File: src/core/ovp_seq_defs.svh
// timing constants of the overvoltage protect sequencer
// assumes a 50 MHz core clock; included by the package and the top module
`ifndef OVP_SEQ_DEFS_SVH
`define OVP_SEQ_DEFS_SVH

`define CLK_PERIOD_NS 20
// startup delay, typical, in milliseconds
`define STARTUP_DELAY_MS 50
// fault blanking time, typical, in milliseconds
`define FAULT_BLANKING_TIME_MS 50
// delays in cycles, derived from the times above
`define STARTUP_DELAY_CYC ((`STARTUP_DELAY_MS * 1000000) / `CLK_PERIOD_NS)
`define FAULT_BLANKING_CYC ((`FAULT_BLANKING_TIME_MS * 1000000) / `CLK_PERIOD_NS)
// cycles the pin synchroniser needs before it carries real levels after reset
`define SYNC_FLUSH_CYC 2
// timer width, enough for 2500000 cycles
`define DELAY_TIMER_W 22

`endif

File: src/core/ovp_seq_pkg.sv
// types of the overvoltage protect sequencer
// assumes ovp_seq_defs.svh on the include path
`include "ovp_seq_defs.svh"

package ovp_seq_pkg;

  // sequencer states
  typedef enum logic [2:0] {
    st_power_up,
    st_lockout,
    st_startup_wait,
    st_blanking,
    st_on,
    st_shutdown
  } seq_state_type;

  // comparator results from the analog front end
  typedef struct packed {
    logic undervoltage_lockout;
    logic overvoltage_lockout;
    logic below_ground;
  } sense_type;

  // drive outputs toward the switches and host
  typedef struct packed {
    logic nswitch_gate_drive;
    logic pswitch_gate_drive;
    logic fault_flag_oe;
  } drive_type;

endpackage

File: src/core/input_sync.sv
// two flip-flop synchroniser for a group of pin inputs
// assumes inputs asynchronous to clk_i
`timescale 1ns/10ps

module input_sync #(
  parameter int WIDTH = 4
) (
  // clock and reset
  input wire logic clk_i,
  input wire logic rst_b_i,
  // asynchronous inputs and synchronised outputs
  input wire logic [WIDTH-1:0] async_i,
  output logic [WIDTH-1:0] sync_o
);

  typedef struct packed {
    logic [WIDTH-1:0] meta;
    logic [WIDTH-1:0] stable;
  } sync_state_type;

  sync_state_type state_reg;
  sync_state_type state_next;

  // first stage feeds only the second
  always_comb begin
    state_next = state_reg;
    state_next.meta = async_i;
    state_next.stable = state_reg.meta;
  end

  // registers
  always_ff @(posedge clk_i) begin
    if (!rst_b_i) begin
      state_reg <= '0;
    end else begin
      state_reg <= state_next;
    end
  end

  assign sync_o = state_reg.stable;

endmodule

File: src/core/overvoltage_protect_sequencer.sv
// sequencing logic of an input overvoltage / reverse polarity protection controller
// assumes comparator results and shutdown request arrive asynchronously on pins
// assumes one free-running core clock; every delay is counted in its cycles
// assumes the host pulls the fault flag line up while it is released
// assumes the comparators carry their own hysteresis
//
// Contract
// valid window held for startup delay before raising n-switch gate drive
// fault indicator stays asserted for blanking time after gate turn-on
// overvoltage or undervoltage asserts fault indicator with no timer
// undervoltage in any state asserts fault and forces n-switch gate low
// overvoltage holds n-switch gate low and fault asserted
// after fault clears, on-sequence restarts; fault clears blanking after gate on
// at power-up outside window, gate off and fault asserted
// on-state entered only after blanking period expires
// overvoltage during power-up pulls gate down within initial fault delay
// shutdown request high disables device and turns off n-switch gate
// shutdown request high releases fault indicator regardless of inputs
// fault indicator open drain: released when asserted, pulled low deasserted
// p-switch gate high below ground, low above ground
// inputs synchronised; both timers restart from zero on fault or shutdown
`timescale 1ns/10ps
`include "ovp_seq_defs.svh"

module overvoltage_protect_sequencer
  import ovp_seq_pkg::*;
#(
  parameter int STARTUP_CYCLES = `STARTUP_DELAY_CYC,
  parameter int BLANKING_CYCLES = `FAULT_BLANKING_CYC
) (
  // clock and reset
  input wire logic clk_i,
  input wire logic rst_b_i,
  // comparator results and host shutdown request
  input wire ovp_seq_pkg::sense_type sense_i,
  input wire logic shutdown_req_i,
  // switch gate drives
  output logic nswitch_gate_drive_o,
  output logic pswitch_gate_drive_o,
  // open-drain fault indicator: output level and enable
  output logic fault_flag_o,
  output logic fault_flag_oe_o,
  // current sequencer state for observation
  output ovp_seq_pkg::seq_state_type seq_state_o
);

  import ovp_seq_pkg::*;

  // all sequencer state in one word; the flag data level is registered too
  typedef struct packed {
    seq_state_type state;
    logic [`DELAY_TIMER_W-1:0] timer;
    drive_type drive;
    logic flag_level;
  } seq_reg_type;

  seq_reg_type seq_reg;
  seq_reg_type seq_next;

  // pin levels before and after the synchroniser
  logic [3:0] pin_bits;
  logic [3:0] sync_bits;
  logic uv;
  logic ov;
  logic below_gnd;
  logic shut;

  // fault summary, timer arithmetic and timer end points
  logic fault;
  logic window_ok;
  logic fault_hit;
  logic startup_last_hit;
  logic blank_last_hit;
  logic flush_done;
  logic [`DELAY_TIMER_W-1:0] timer_inc;
  logic [`DELAY_TIMER_W-1:0] startup_last;
  logic [`DELAY_TIMER_W-1:0] blank_last;
  logic [`DELAY_TIMER_W-1:0] flush_last;

  // pin order into the synchroniser, msb first
  assign pin_bits[3] = sense_i.undervoltage_lockout;
  assign pin_bits[2] = sense_i.overvoltage_lockout;
  assign pin_bits[1] = sense_i.below_ground;
  assign pin_bits[0] = shutdown_req_i;

  // comparator and shutdown inputs pass two flip-flops
  input_sync #(
    .WIDTH(4)
  ) u_sync (
    .clk_i(clk_i),
    .rst_b_i(rst_b_i),
    .async_i(pin_bits),
    .sync_o(sync_bits)
  );

  // synchronised levels and the fault summary
  assign uv = sync_bits[3];
  assign ov = sync_bits[2];
  assign below_gnd = sync_bits[1];
  assign shut = sync_bits[0];
  assign fault = uv | ov;
  assign window_ok = !fault && !shut;

  // terminal counts of the timers, cut to the timer width on purpose
  assign startup_last = `DELAY_TIMER_W'(STARTUP_CYCLES - 1);
  assign blank_last = `DELAY_TIMER_W'(BLANKING_CYCLES - 1);
  assign flush_last = `DELAY_TIMER_W'(`SYNC_FLUSH_CYC - 1);

  // timer step, end points and the fault override, named for the state logic
  assign timer_inc = seq_reg.timer + `DELAY_TIMER_W'(1);
  assign startup_last_hit = (seq_reg.timer == startup_last);
  assign blank_last_hit = (seq_reg.timer == blank_last);
  assign flush_done = (seq_reg.timer == flush_last);
  assign fault_hit = fault && (seq_reg.state != st_power_up) &&
                     (seq_reg.state != st_shutdown);

  // next state, timer and drives; power-up waits until the synchroniser is flushed
  always_comb begin
    seq_next = seq_reg;
    unique case (seq_reg.state)
      st_power_up: begin
        if (flush_done) begin
          seq_next.state = st_lockout;
          seq_next.timer = '0;
        end else begin
          seq_next.timer = timer_inc;
        end
      end
      st_lockout: begin
        seq_next.timer = '0;
        if (window_ok) begin
          seq_next.state = st_startup_wait;
        end
      end
      st_startup_wait: begin
        if (startup_last_hit) begin
          seq_next.state = st_blanking;
          seq_next.timer = '0;
        end else begin
          seq_next.timer = timer_inc;
        end
      end
      st_blanking: begin
        if (blank_last_hit) begin
          seq_next.state = st_on;
          seq_next.timer = '0;
        end else begin
          seq_next.timer = timer_inc;
        end
      end
      st_on: begin
        seq_next.timer = '0;
      end
      st_shutdown: begin
        seq_next.timer = '0;
        if (!shut) begin
          seq_next.state = st_lockout;
        end
      end
      default: begin
        seq_next.state = st_lockout; // illegal codes fall back safe
        seq_next.timer = '0;
      end
    endcase
    // faults override every state but power-up and shutdown, restarting the timers
    if (fault_hit) begin
      seq_next.state = st_lockout;
      seq_next.timer = '0;
    end
    // shutdown overrides everything
    if (shut) begin
      seq_next.state = st_shutdown;
      seq_next.timer = '0;
    end
    // gate drive follows the next state so the output changes with it
    unique case (seq_next.state)
      st_blanking, st_on: begin
        seq_next.drive.nswitch_gate_drive = 1'b1;
      end
      default: begin
        seq_next.drive.nswitch_gate_drive = 1'b0;
      end
    endcase
    seq_next.drive.pswitch_gate_drive = below_gnd;
    // flag pulled low only in the on-state; released (asserted) elsewhere
    unique case (seq_next.state)
      st_on: begin
        seq_next.drive.fault_flag_oe = 1'b1;
      end
      default: begin
        seq_next.drive.fault_flag_oe = 1'b0;
      end
    endcase
    seq_next.flag_level = 1'b0;
  end

  // registers
  always_ff @(posedge clk_i) begin
    if (!rst_b_i) begin
      seq_reg.state <= st_power_up;
      seq_reg.timer <= '0;
      seq_reg.drive.nswitch_gate_drive <= 1'b0;
      seq_reg.drive.pswitch_gate_drive <= 1'b0;
      seq_reg.drive.fault_flag_oe <= 1'b0;
      seq_reg.flag_level <= 1'b0;
    end else begin
      seq_reg <= seq_next;
    end
  end

  // outputs straight from flip-flops; flag pin only ever pulls low
  assign nswitch_gate_drive_o = seq_reg.drive.nswitch_gate_drive;
  assign pswitch_gate_drive_o = seq_reg.drive.pswitch_gate_drive;
  assign fault_flag_o = seq_reg.flag_level;
  assign fault_flag_oe_o = seq_reg.drive.fault_flag_oe;
  assign seq_state_o = seq_reg.state;

endmodule

File: config.mk
export PLATFORM = sky130hd
export DESIGN_NAME = overvoltage_protect_sequencer
export DESIGN_NICKNAME = d
export VERILOG_FILES = /design/src/core/ovp_seq_pkg.sv /design/src/core/input_sync.sv /design/src/core/overvoltage_protect_sequencer.sv
export VERILOG_INCLUDE_DIRS = /design/src /design/src/core
export SDC_FILE = /design/constraint.sdc
export NUM_CORES = 1
export LEC_CHECK = 0
export ABC_AREA = 1
export BUFFER_PORTS_ARGS = -buffer_cell sky130_fd_sc_hd__buf_4
export CORE_ASPECT_RATIO = 1.5
export CORE_MARGIN = 1
export CORE_UTILIZATION = 35
export DETAILED_ROUTE_END_ITERATION = 8
export SYNTH_ARGS = -nofsm -noshare
export SYNTH_HDL_FRONTEND = slang
export SYNTH_HIERARCHICAL = 1
export SYNTH_SLANG_ARGS = --single-unit
File: constraint.sdc
create_clock -name clk_i -period 1.79 [get_ports clk_i]
set_input_delay 0.537 -clock clk_i [delete_from_list [all_inputs] [get_ports clk_i]]
set_output_delay 0.537 -clock clk_i [all_outputs]
set_load 0.005 [all_outputs]
==> flow_metrics.tcl <==
set metrics [dict create \
    fillers 540 \
    die_area_sq_mm 0.00542 \
    final_cell_mix "61 x nor2_1, 46 x nand2_1, 36 x dfxtp_1" \
    worstReg2RegStart "seq_reg[4]$_SDFF_PP0_" \
    grt_max_degree 15 \
    hpwlAfterDp_mm 2.81 \
    rrSetupSlack_ns 0.16 \
    r2r_end "seq_reg[24]$_SDFF_PP0_" \
    routed_wl_mm 3.66 \
    drt_iter0_markers 40 \
    die_w_um 60.5 \
    hold_viol 0 \
    hp-start "u_sync/state_next[2]$_SDFF_PN0_" \
    critPathCaptureType "flop" \
    wire_per_inst_um 10.8 \
    whs_endpoint "u_sync/sync_o[2]$_SDFF_PN0_" \
    die_height_um 89.7 \
    seq_area_frac_synth 0.402 \
    yosysUniqueCellTypes 27 \
    rsz0062_at_grt "false" \
    synthTopCellsByArea "dfxtp_1 40%, nor2_1 13%, nand2_1 9.6%, inv_1 6.7%, nand3_1 5.3%" \
    grt_pass1_vias 1395 \
    grt-ovfl-total 0 \
    grt_antenna_before_repair 0 \
    syn_nets 264 \
    synth_edf_count 0 \
    clkLatencyLatePin_ns 0.29 \
    cts_setup_buffers 0 \
    hold_class "reg2reg" \
    min_period_ns 1.63 \
    io_pins 13 \
    drive_above_1_share 0.161 \
    final_nets 281 \
    drt-pass1-iter-count 4 \
    period_share 0.911 \
    gp_congestion 0.888 \
    critPathMaxFanout 14 \
    clk_path_buf_depth 2 \
    antenna_cells 0 \
    drt-vias-per-instance 4.53 \
    power_density_mw_per_mm2 1030 \
    grt_pass1_wl_mm 5.96 \
    async_reset_ff_frac 0 \
    netlist_area_sq_mm 0.00179 \
    largest_reg_flops 22 \
    status "finished, final reports clean" \
    rr_worst_depth 8 \
    rows 31 \
    layout_commonest_cell "nor2_1" \
    avgSynthCellArea_sq_um 7.01 \
    p_leak_nw 0.957 \
    fin_setup_tns_ns 0 \
    syn_inst 256 \
    clkSlewWorstSetupHoldPaths_ns 0.07 \
    skew_ns 0.00550 \
    drc_errors 0 \
    floorplan.initialDensity 0.367 \
    ys.flop_type "dfxtp_1" \
    worstSetupPathType "reg2reg" \
    drv_slew 0 \
    grt_usage 0.152 \
    fin_total_pwr_mw 2.22 \
    root_buffer "clkbuf_8" \
    cts_hold_buf 0 \
    crit_path_start "seq_reg[4]$_SDFF_PP0_" \
    numCtsBuffers 5 \
    yosys_warnings 6 \
    max_clock_freq_ghz 0.613 \
    postRouteAntennaNets 0 \
    cts_max_level 2 \
    port_buffers 11 \
    drv_cap 0 \
    setup_violations 0 \
    synth_top_area_frac 0.402 \
    core-area_sq_mm 0.00489 \
    arrival_ns 1.82 \
    synth_largest_area_cell "dfxtp_1" \
    crit_required_ns 1.98 \
    cp-start-kind "flop" \
    peakVddDrop_v 0.000713 \
    cts.sinks 36 \
    cts_tree "built" \
    synth-seq-cells 36 \
    vias 1540 \
    worstHoldPathCells 2 \
    syn_to_final_growth_pct 19.5 \
]
[per-layer routing]
metal,GRT usage,up-vias,share of wire
met5,0,-,0
met4,0.0620,0,0.016
met3,0.0344,6,0.022
met2,0.289,17,0.54
met1,0.154,697,0.42
li1,-,820,-
[cells by family after synthesis]
logic type	Yosys count	share of synthesized area
AOI/OAI and AO/OA	12	0.0363
xor gates and xnor gates	12	0.0586
buffers and inverters	43	0.104
adders and majority gates	2	0.0139
DFF	36	0.402
and+or+nand+nor	150	0.384
other	1	0.00209
[stage by stage]
stage                util  setup WS (ns)  hold slack [ns]  std cells  instance area [sq um]
floorplan               -          0.336            0.390        256                   1790
global placement    0.403          0.184            0.392        332                   1970
detailed placement  0.403          0.122            0.403        332                   1970
CTS                 0.435          0.117            0.414        340                   2130
global route        0.439        0.00538            0.413        340                   2140
finish              0.439          0.159            0.418        340                   2140
[synth_stat cells (3+ instances only)]
library cell,number
nor2_1,61
nand2_1,46
dfxtp_1,36
inv_1,32
nand3_1,19
xor2_1,10
a21oi_1,6
buf_4,6
nand4_1,6
nor3_1,5
inv_2,3
o21ai_0,3
[timing repair]
action	in CTS	in global routing
resized for setup	0	3
hold endpoints to repair	0	0
endpoints found under the setup margin	0	21
[worst max path at each step]
stage                                           end  slack, ns  cells after the start
finish                       seq_reg[24]$_SDFF_PP0_       0.16                      8
detailed placement           seq_reg[13]$_SDFF_PP0_       0.12                      8
floorplan                    seq_reg[22]$_SDFF_PP0_       0.34                      8
global route        nswitch_gate_drive_o$_SDFF_PN0_      0.005                      7
global placement              seq_reg[6]$_SDFF_PP0_       0.18                      8
CTS                          seq_reg[24]$_SDFF_PP0_       0.12                      8
[where the power goes]
part | total (mW) | leakage, nW | internal, mW | switching [mW]
Sequential | 0.873 | 0.293 | 0.842 | 0.0308
Combinational | 0.343 | 0.586 | 0.148 | 0.195
Clock | 1.00 | 0.0784 | 0.697 | 0.304
Total | 2.22 | 0.957 | 1.69 | 0.530
[area by class of cell]
cell class / count / area (sq um) / share of cell area
clock inverter: 3 / 90.1 / 0.0420
multi-input combinational: 177 / 902 / 0.421
tap: 66 / 82.6 / 0.0385
clock buffer: 5 / 68.8 / 0.0321
sequential: 36 / 721 / 0.336
timing repair buffer: 18 / 148 / 0.0689
inverter: 35 / 131 / 0.0613
[critical path: stages (launching register included)]
cell and delay, ns:
dfxtp_1 0.38, ha_1 0.20, nand3_1 0.14, nor2_1 0.18, nand3_1 0.17, nand2_1 0.12
a21o_4 0.16, buf_12 0.14, nor2_1 0.05
No activity file was read; power rests on OpenSTA's default activity.
